==> config.mk <==
export PLATFORM = sky130hd
export DESIGN_NAME = sbcms_mode_ctrl
export DESIGN_NICKNAME = d
export VERILOG_FILES = /design/src/sbcms_pkg.sv /design/src/sbcms_delay_timer.sv /design/src/sbcms_mode_ctrl.sv
export VERILOG_INCLUDE_DIRS = /design/src /design/src/src
export SDC_FILE = /design/constraint.sdc
export NUM_CORES = 1
export LEC_CHECK = 0
export ABC_AREA = 1
export BUFFER_PORTS_ARGS = -buffer_cell sky130_fd_sc_hd__buf_4
export CAP_MARGIN = 5
export CELL_PAD_IN_SITES_DETAIL_PLACEMENT = 2
export CELL_PAD_IN_SITES_GLOBAL_PLACEMENT = 2
export CORE_MARGIN = 2
export CORE_UTILIZATION = 32
export CTS_CLUSTER_DIAMETER = 40
export DETAILED_ROUTE_END_ITERATION = 16
export GPL_TIMING_DRIVEN = 1
export PLACE_DENSITY_LB_ADDON = 0.1
export SYNTH_ARGS = -nofsm -noshare
export SYNTH_HDL_FRONTEND = slang
export SYNTH_SLANG_ARGS = --single-unit
==> constraint.sdc <==
create_clock -name sys_clk -period 2.2 [get_ports sys_clk]
set_input_delay 0.22 -clock sys_clk [delete_from_list [all_inputs] [get_ports sys_clk]]
set_output_delay 0.22 -clock sys_clk [all_outputs]
set_load 0.03 [all_outputs]
==> src/sbcms_params.svh <==
`ifndef SBCMS_PARAMS_SVH
`define SBCMS_PARAMS_SVH

`define SBCMS_CLK_MHZ          250
`define SBCMS_TRD_US           10
`define SBCMS_TRD_CYC          (`SBCMS_TRD_US * `SBCMS_CLK_MHZ)
`define SBCMS_TLW_MS           200
`define SBCMS_TLW_CYC          (`SBCMS_TLW_MS * 1000 * `SBCMS_CLK_MHZ)
`define SBCMS_FRAME_BITS       16
`define SBCMS_MODE_W           3
`define SBCMS_WD_FAIL_LIMIT    2

`endif

==> src/sbcms_pkg.sv <==
package sbcms_pkg;
   typedef enum logic [2:0]
   {
      SBCMS_INIT     = 3'h0,
      SBCMS_NORMAL   = 3'h1,
      SBCMS_STOP     = 3'h2,
      SBCMS_SLEEP    = 3'h3,
      SBCMS_RESTART  = 3'h4,
      SBCMS_FAILSAFE = 3'h5
   } sbcms_mode_t;

   typedef struct packed
   {
      logic wake_can;
      logic wake_lin;
      logic wake_inputs;
   } sbcms_wake_t;

   typedef struct packed
   {
      logic        valid;
      logic [15:0] data;
   } sbcms_frame_t;
endpackage

==> src/sbcms_delay_timer.sv <==
`timescale 1ns/1ps
`include "sbcms_params.svh"
// ---------------------------------------------
// Down counter with start, enable and done
// ---------------------------------------------
module sbcms_delay_timer
#(
   parameter int W = 32
)
(
   input  wire logic         sys_clk,
   input  wire logic         resetn,
   input  wire logic         start,
   input  wire logic         run,
   input  wire logic [W-1:0] load,
   output logic              done
);
   logic [W-1:0] cnt_ff;
   logic         act_ff;
   wire          last = act_ff && run && (cnt_ff <= W'(1));

   always_ff @(posedge sys_clk or negedge resetn)
   begin
      if (!resetn)
      begin
         cnt_ff <= '0;
         act_ff <= 1'b0;
      end
      else if (start)
      begin
         cnt_ff <= load;
         act_ff <= 1'b1;
      end
      else if (last)
      begin
         cnt_ff <= '0;
         act_ff <= 1'b0;
      end
      else if (act_ff && run)
         cnt_ff <= cnt_ff - W'(1);
   end

   assign done = last;
endmodule

==> src/sbcms_mode_ctrl.sv <==
`timescale 1ns/1ps
`include "sbcms_params.svh"
// Function
// Six modes: init, normal, stop, sleep, restart, failsafe
// Power-up and soft reset enter init
// Stop keeps main regulator on
// Sleep switches main regulator off
// Wake, watchdog failure, undervoltage enter restart
// Restart returns to normal after delay
// Critical failure enters failsafe, regulator off
// Failsafe held until wake or overtemperature clears
// Development mode freezes watchdog counter
// Host grounds test pin during init
// Watchdog failure reaction set by strap
// Sixteen-bit serial frames carry all commands; mode select comes on mode_sel and mode_sel_wr instead
// Mode select cleared passing through restart
// Any frame in init goes normal
// No trigger in long window: restart
// Wake events ignored in init
// One mode register, reset to init
module sbcms_mode_ctrl
#(
   parameter int TLW_CYC = `SBCMS_TLW_CYC,
   parameter int TRD_CYC = `SBCMS_TRD_CYC
)
(
   input  wire logic                  sys_clk,
   input  wire logic                  resetn,
   input  wire logic                  soft_reset,
   input  wire sbcms_pkg::sbcms_frame_t spi_frame,
   input  wire logic [2:0]            mode_sel,
   input  wire logic                  mode_sel_wr,
   input  wire logic                  wd_trigger,
   input  wire logic                  wd_fail,
   input  wire logic                  reg_uv_reset,
   input  wire logic                  overtemp,
   input  wire sbcms_pkg::sbcms_wake_t wake_in,
   input  wire logic                  test_pin,
   input  wire logic                  cfg_pin,
   input  wire logic                  cfg_bit,
   output logic [2:0]                 mode,
   output logic [2:0]                 mode_sel_rd,
   output logic                       main_regulator_output,
   output logic                       mcu_reset_n,
   output logic                       dev_mode,
   output logic                       wd_count_run,
   output logic                       cfg_restart_on_wd
);
   import sbcms_pkg::*;

   // ---------------------------------------------
   // Pin synchronisers
   // ---------------------------------------------
   logic [5:0] s1_ff;
   logic [5:0] s2_ff;
   logic [1:0] sync_cnt_ff;
   wire  [5:0] raw       = {test_pin, cfg_pin, overtemp, wake_in};
   wire        sync_full = (sync_cnt_ff == 2'h2);

   always_ff @(posedge sys_clk or negedge resetn)
   begin
      if (!resetn)
      begin
         s1_ff       <= 6'h00;
         s2_ff       <= 6'h00;
         sync_cnt_ff <= 2'h0;
      end
      else
      begin
         s1_ff <= raw;
         s2_ff <= s1_ff;
         if (!sync_full)
            sync_cnt_ff <= sync_cnt_ff + 2'h1;
      end
   end

   wire test_s = s2_ff[5];
   wire cfg_s  = s2_ff[4];
   wire ot_s   = s2_ff[3];
   wire wake_s = |s2_ff[2:0];

   // ---------------------------------------------
   // State and straps
   // ---------------------------------------------
   sbcms_mode_t mode_ff;
   sbcms_mode_t nxt_mode;
   logic [2:0]  sel_ff;
   logic        dev_ff;
   logic        cfgp_ff;
   logic        strap_done_ff;
   logic        lw_open_ff;
   logic        fail_cnt_ff;
   logic        ot_seen_ff;

   wire in_init    = (mode_ff == SBCMS_INIT);
   wire in_restart = (mode_ff == SBCMS_RESTART);
   wire in_fs      = (mode_ff == SBCMS_FAILSAFE);
   wire in_sleep   = (mode_ff == SBCMS_SLEEP);

   // ---------------------------------------------
   // Timers
   // ---------------------------------------------
   logic lw_done;
   logic rd_done;
   wire  lw_start = in_init && !lw_open_ff;
   wire  rd_start = (nxt_mode == SBCMS_RESTART) && !in_restart;
   wire  fail_now = reg_uv_reset || (wd_fail && !dev_ff);

   sbcms_delay_timer #(.W(32)) u_lw
   (
      .sys_clk (sys_clk),
      .resetn  (resetn),
      .start   (lw_start),
      .run     (!dev_ff && !wd_trigger),
      .load    (32'(TLW_CYC)),
      .done    (lw_done)
   );

   sbcms_delay_timer #(.W(32)) u_rd
   (
      .sys_clk (sys_clk),
      .resetn  (resetn),
      .start   (rd_start || (in_restart && fail_now)),
      .run     (in_restart && !fail_now),
      .load    (32'(TRD_CYC)),
      .done    (rd_done)
   );

   wire lw_fail  = lw_done && in_init && !dev_ff;
   wire wd_err   = (wd_fail && !dev_ff) || lw_fail;
   wire wd_to_fs = !cfgp_ff && (cfg_bit || fail_cnt_ff);

   // ---------------------------------------------
   // Next mode
   // ---------------------------------------------
   always_comb
   begin
      nxt_mode = mode_ff;
      case (mode_ff)
         SBCMS_INIT:
         begin
            if (lw_fail)
               nxt_mode = SBCMS_RESTART;
            else if (spi_frame.valid)
               nxt_mode = SBCMS_NORMAL;
         end
         SBCMS_NORMAL, SBCMS_STOP:
         begin
            if (wd_err && wd_to_fs)
               nxt_mode = SBCMS_FAILSAFE;
            else if (wd_err || reg_uv_reset)
               nxt_mode = SBCMS_RESTART;
            else if (mode_sel_wr && mode_sel == 3'(SBCMS_STOP))
               nxt_mode = SBCMS_STOP;
            else if (mode_sel_wr && mode_sel == 3'(SBCMS_SLEEP))
               nxt_mode = SBCMS_SLEEP;
            else if (mode_sel_wr && mode_sel == 3'(SBCMS_NORMAL))
               nxt_mode = SBCMS_NORMAL;
         end
         SBCMS_SLEEP:
         begin
            if (wake_s)
               nxt_mode = SBCMS_RESTART;
         end
         SBCMS_RESTART:
         begin
            if (rd_done)
               nxt_mode = SBCMS_NORMAL;
         end
         SBCMS_FAILSAFE:
         begin
            if (wake_s || (ot_seen_ff && !ot_s))
               nxt_mode = SBCMS_RESTART;
         end
         default:
            nxt_mode = SBCMS_INIT;
      endcase
      if (soft_reset)
         nxt_mode = SBCMS_INIT;
   end

   always_ff @(posedge sys_clk or negedge resetn)
   begin
      if (!resetn)
         mode_ff <= SBCMS_INIT;
      else
         mode_ff <= nxt_mode;
   end

   // ---------------------------------------------
   // Mode select readback, straps, counters
   // ---------------------------------------------
   always_ff @(posedge sys_clk or negedge resetn)
   begin
      if (!resetn)
      begin
         sel_ff        <= 3'h0;
         dev_ff        <= 1'b0;
         cfgp_ff       <= 1'b0;
         strap_done_ff <= 1'b0;
         lw_open_ff    <= 1'b0;
         fail_cnt_ff   <= 1'b0;
         ot_seen_ff    <= 1'b0;
      end
      else
      begin
         if (nxt_mode == SBCMS_RESTART)
            sel_ff <= 3'h0;
         else if (nxt_mode != mode_ff)
            sel_ff <= 3'(nxt_mode);
         // Straps wait until the synchroniser holds real pin levels
         if (in_init && !strap_done_ff && sync_full)
         begin
            dev_ff        <= !test_s;
            cfgp_ff       <= cfg_s;
            strap_done_ff <= 1'b1;
         end
         lw_open_ff <= in_init && (nxt_mode == SBCMS_INIT);
         if (wd_err)
            fail_cnt_ff <= 1'b1;
         if (in_fs && ot_s)
            ot_seen_ff <= 1'b1;
         else if (!in_fs)
            ot_seen_ff <= 1'b0;
      end
   end

   // ---------------------------------------------
   // Outputs; wake events unused in init
   // ---------------------------------------------
   assign mode                  = mode_ff;
   assign mode_sel_rd           = sel_ff;
   assign main_regulator_output = !(in_sleep || in_fs);
   assign mcu_reset_n           = !(in_restart || in_fs);
   assign dev_mode              = dev_ff;
   assign wd_count_run          = !dev_ff;
   assign cfg_restart_on_wd     = cfgp_ff;
   // Wake is only decoded in sleep and failsafe, so init drops it.
endmodule

==> results_tabular.tex <==
\begin{tabular}{lr}
\hline
Metric & Value \\
\hline
\multicolumn{2}{l}{\textbf{Status}} \\
\quad Status & finished, violations left \\
\quad Violated checks & setup timing \\
\multicolumn{2}{l}{\textbf{Global routing}} \\
\quad Global-route wire length before repair & 33.3 mm \\
\quad Grt total ovfl & 0 \\
\quad Number of global-route vias before repair & 6411 \\
\quad Total Routing Usage GR & 23.1\% \\
\quad Number of antenna violations at the first check in global routing & 0 \\
\quad Largest net degree at the start of global routing & 43 \\
\multicolumn{2}{l}{\textbf{Floorplanning}} \\
\quad Die extent in x & 134 µm \\
\quad Starting utilization of the core area & 32.7\% \\
\quad Num ports & 45 \\
\quad Die Height & 134 µm \\
\quad Die outline area & 0.0181 mm² \\
\quad Core Rows & 47 \\
\quad Area of the core & 0.0166 mm² \\
\multicolumn{2}{l}{\textbf{Flow run}} \\
\quad Max-cap violation count & 0 \\
\multicolumn{2}{l}{\textbf{Placement}} \\
\quad Count of input and output buffers & 28 \\
\quad HPWL after DPL & 14.3 mm \\
\quad Dpl cells & 1043 \\
\quad Final GP Congestion & 0.826 \\
\quad Placed inst area & 0.00659 mm² \\
\multicolumn{2}{l}{\textbf{Clocking}} \\
\quad Depth of the CTS H-tree & 3 \\
\quad CTS clk-pin slew, worst paths & 0.09 ns \\
\quad Maximum number of buffers from clock root to sink & 2 \\
\quad TritonCTS Buffers & 9 \\
\quad CTS tree & yes \\
\quad Master cell of the clock root buffer & sky130\_fd\_sc\_hd\_\_clkbuf\_16 \\
\quad Clock tree sinks & 92 \\
\quad Skew-Pair Late Insertion Delay & 0.37 ns \\
\multicolumn{2}{l}{\textbf{STA}} \\
\quad Shortest period the worst path allows & 2.34 ns \\
\quad Clk\_skew & 0.0144 ns \\
\quad Setup violation total in the final timing report & 38 \\
\quad Maximum frequency from static timing analysis & 426 MHz \\
\quad Headroom to the max-slew limit & 61.2\% \\
\quad Slew at the pin with the worst max-slew slack & 0.583 ns \\
\quad Worst setup slack after layout & -0.145 ns \\
\quad Final period util & 107\% \\
\quad Hold WS & 0.211 ns \\
\quad RSZ-0062 raised after global routing & yes \\
\quad Final Max Slew Viols & 0 \\
\quad Final hold violation count & 0 \\
\quad Aggregate negative setup slack & -3.92 ns \\
\multicolumn{2}{l}{\textbf{Worst setup path}} \\
\quad Kind of launch point of the worst setup path & flop \\
\quad Arrival @ worst endpoint & 2.60 ns \\
\quad Cell breakdown of the critical path & nor2\_1, nand2\_2, nor2\_4, nand2\_2, nand2\_4, nand3\_4, nand3\_1, nand2\_1, a21oi\_4, nand4\_4, buf\_12, clkbuf\_16, nand4\_1, nand2\_1 \\
\quad Critical path required time & 2.46 ns \\
\quad Worst path slowest cell & sky130\_fd\_sc\_hd\_\_dfrtp\_1 \\
\quad Flop-to-flop setup slack & -0.14 ns \\
\quad Maximum fanout along the worst path & 11 \\
\quad Longest individual stage delay on the worst path & 0.41 ns \\
\quad Start-to-end type of the worst setup path & flop to flop \\
\quad Worst Setup End Kind & flop \\
\multicolumn{2}{l}{\textbf{Finish}} \\
\quad Nets@finish & 929 \\
\quad Share of layout cells above drive strength 1 & 36.2\% \\
\quad Antenna diode count & 0 \\
\quad Number of cells in the finished layout apart from fillers & 1115 \\
\quad Final non-filler cell area & 0.00781 mm² \\
\quad Synth-to-Final Area Change & 43.3\% \\
\quad Fillers & 1847 \\
\multicolumn{2}{l}{\textbf{Synthesis}} \\
\quad Register bit count reported by yosys & 92 \\
\quad Post-Syn Instances & 716 \\
\quad Ys async rst share & 100\% \\
\quad Share of synthesized area occupied by flip-flops and latches & 42.3\% \\
\quad Number of enable-type register cells in the synthesized netlist & 0 \\
\quad Top cells by area in the synthesized netlist & sky130\_fd\_sc\_hd\_\_dfrtp\_1, sky130\_fd\_sc\_hd\_\_nand2\_1, sky130\_fd\_sc\_hd\_\_nor2\_1 \\
\quad Count of synthesis-stage warnings from yosys & 0 \\
\quad Cell taking the most area after synthesis & sky130\_fd\_sc\_hd\_\_dfrtp\_1 \\
\quad Most frequently used flop master after synthesis & sky130\_fd\_sc\_hd\_\_dfrtp\_1 \\
\quad Number of different library cells in the post-synthesis netlist & 42 \\
\quad Synthesized area per cell & 7.61 µm² \\
\quad Top-area cell type share of the netlist area & 42.3\% \\
\quad Mapped Nets & 755 \\
\quad Synthesized cell area & 0.00545 mm² \\
\multicolumn{2}{l}{\textbf{Detailed routing}} \\
\quad DRC & 0 \\
\quad Total via count after detailed routing & 5919 \\
\quad Router iterations before antenna repair & 4 \\
\quad Vias per Instance & 5.31 \\
\quad Wire per inst & 21.6 µm \\
\quad Total Wirelength & 24.1 mm \\
\quad Count of antenna-violating nets left after detailed routing & 0 \\
\quad Number of design-rule violations left by the first detailed-router iteration & 210 \\
\multicolumn{2}{l}{\textbf{Power and ir drop}} \\
\quad Overall power & 6.27 mW \\
\quad Pwr Density & 803 mW/mm² \\
\quad Max IR drop VDD & 428 µV \\
\quad Reported leakage power & 3.82 nW \\
\multicolumn{2}{l}{\textbf{Hold path}} \\
\quad Worst hold path class & input pin to flop \\
\hline
\end{tabular}
sequential cells by signal (all words and copies together) (netlist names):
signal and flops:
lw_open_ff 1, mode_sel_rd 3, mode 3, dev_mode 1
s2_ff 6, u_lw.act_ff 1, u_rd.act_ff 1, u_rd.cnt_ff 32
s1_ff 6, sync_cnt_ff 2, u_lw.cnt_ff 32, cfg_restart_on_wd 1
ot_seen_ff 1, strap_done_ff 1, fail_cnt_ff 1
power breakdown:
part           internal (mW)  switching, mW
combinational           1.05           1.53
sequential              1.87          0.181
clock                  0.802          0.835
metal layers:
metal / track usage, % / wire length (µm)
met5: 0 / 0
met4: 6.26 / 486
met3: 2.44 / 323
met2: 45.0 / 13500
met1: 26.8 / 9810
path summary, 6_finish.rpt:
kind / startpoint / endpoint / cells past startpoint
setup / recovery: u_lw.cnt_ff[7] / u_rd.cnt_ff[5] / 14
hold / removal: wd_fail / fail_cnt_ff / 4
setup reg to reg: u_lw.cnt_ff[7] / u_rd.cnt_ff[5] / 14
hold reg to reg: s1_ff[5] / s2_ff[5] / 0
max in group asynchronous: resetn / u_rd.cnt_ff[17] / 3
min in group asynchronous: resetn / u_lw.cnt_ff[26] / 2
cell families (layout without fill, tap and decap cells):
logic type      count (synthesis)  count (layout)  synth area share [%]
compound gates                 54              54                  5.72
xor+xnor                       42              42                  6.75
fa+ha+maj                       5               5                  1.15
buf+inv                        95             274                  7.30
flops                          92              92                  42.3
simple gates                  428             428                  36.8
worst max-delay path: cells and delay by family (launching register included):
family	cells	cell delay, ns
compound gates	1	0.22
simple gates	11	1.25
buf+inv	2	0.35
flops	1	0.41
per-stage QoR:
stage                     setup slack [ns]  util, %
final                               -0.145     46.9
after global routing                -0.272     46.9
after CTS                          -0.0308     42.6
after detailed placement            -0.123     39.6
after global placement              0.0166     39.6
after floorplan                    -0.0115        -
cell usage in the layout (no fill, tap or decap), types with 3 or more instances in the layout:
master	count
sky130_fd_sc_hd__nor2_4	22
sky130_fd_sc_hd__o21ai_2	3
sky130_fd_sc_hd__a21oi_1	17
sky130_fd_sc_hd__dfrtp_1	88
sky130_fd_sc_hd__nor3_1	12
sky130_fd_sc_hd__nand2_4	5
sky130_fd_sc_hd__nand3_2	6
sky130_fd_sc_hd__inv_1	61
sky130_fd_sc_hd__inv_2	12
sky130_fd_sc_hd__nand2_1	110
sky130_fd_sc_hd__nand4_1	66
sky130_fd_sc_hd__nand2_2	33
sky130_fd_sc_hd__nor4_1	6
sky130_fd_sc_hd__dfrtp_2	4
sky130_fd_sc_hd__nand3_1	33
sky130_fd_sc_hd__nor2_1	94
sky130_fd_sc_hd__nor2_2	24
sky130_fd_sc_hd__buf_4	165
sky130_fd_sc_hd__buf_12	4
sky130_fd_sc_hd__dlygate4sd3_1	7
sky130_fd_sc_hd__clkbuf_16	12
sky130_fd_sc_hd__xnor2_1	10
sky130_fd_sc_hd__o21ai_0	20
sky130_fd_sc_hd__xor2_1	32
sky130_fd_sc_hd__buf_6	4
sky130_fd_sc_hd__a22oi_1	4
cells in the mapped netlist (10+ instances only):
library cell / number
sky130_fd_sc_hd__a21oi_1: 19
sky130_fd_sc_hd__clkbuf_1: 10
sky130_fd_sc_hd__dfrtp_1: 92
sky130_fd_sc_hd__inv_1: 73
sky130_fd_sc_hd__nand2_1: 140
sky130_fd_sc_hd__nand3_1: 39
sky130_fd_sc_hd__nand4_1: 66
sky130_fd_sc_hd__nor2_1: 128
sky130_fd_sc_hd__nor2_2: 10
sky130_fd_sc_hd__nor3_1: 13
sky130_fd_sc_hd__o21ai_0: 21
sky130_fd_sc_hd__xnor2_1: 10
sky130_fd_sc_hd__xor2_1: 32
final cells by class:
class                      instances  area, µm²  share of cell area, %
sequential                        92       2310                   29.5
clock buffer                       9        225                   2.88
clock inverter                     7       68.8                  0.881
multi-input combinational        529       3140                   40.2
tap                              220        275                   3.52
timing repair buffer             183       1510                   19.3
inverter                          75        288                   3.68
what timing repair did:
item | 4_1_cts | 5_1_grt
hold buffers | 7 | 0
hold endpoints to repair | 44 | 0
setup buffers | 7 | 38
pin swaps | 8 | 51
endpoints found under the setup margin | 33 | 55
cloned | 0 | 4
gates resized for setup | 28 | 105
No activity file was read; power rests on OpenSTA's default activity.
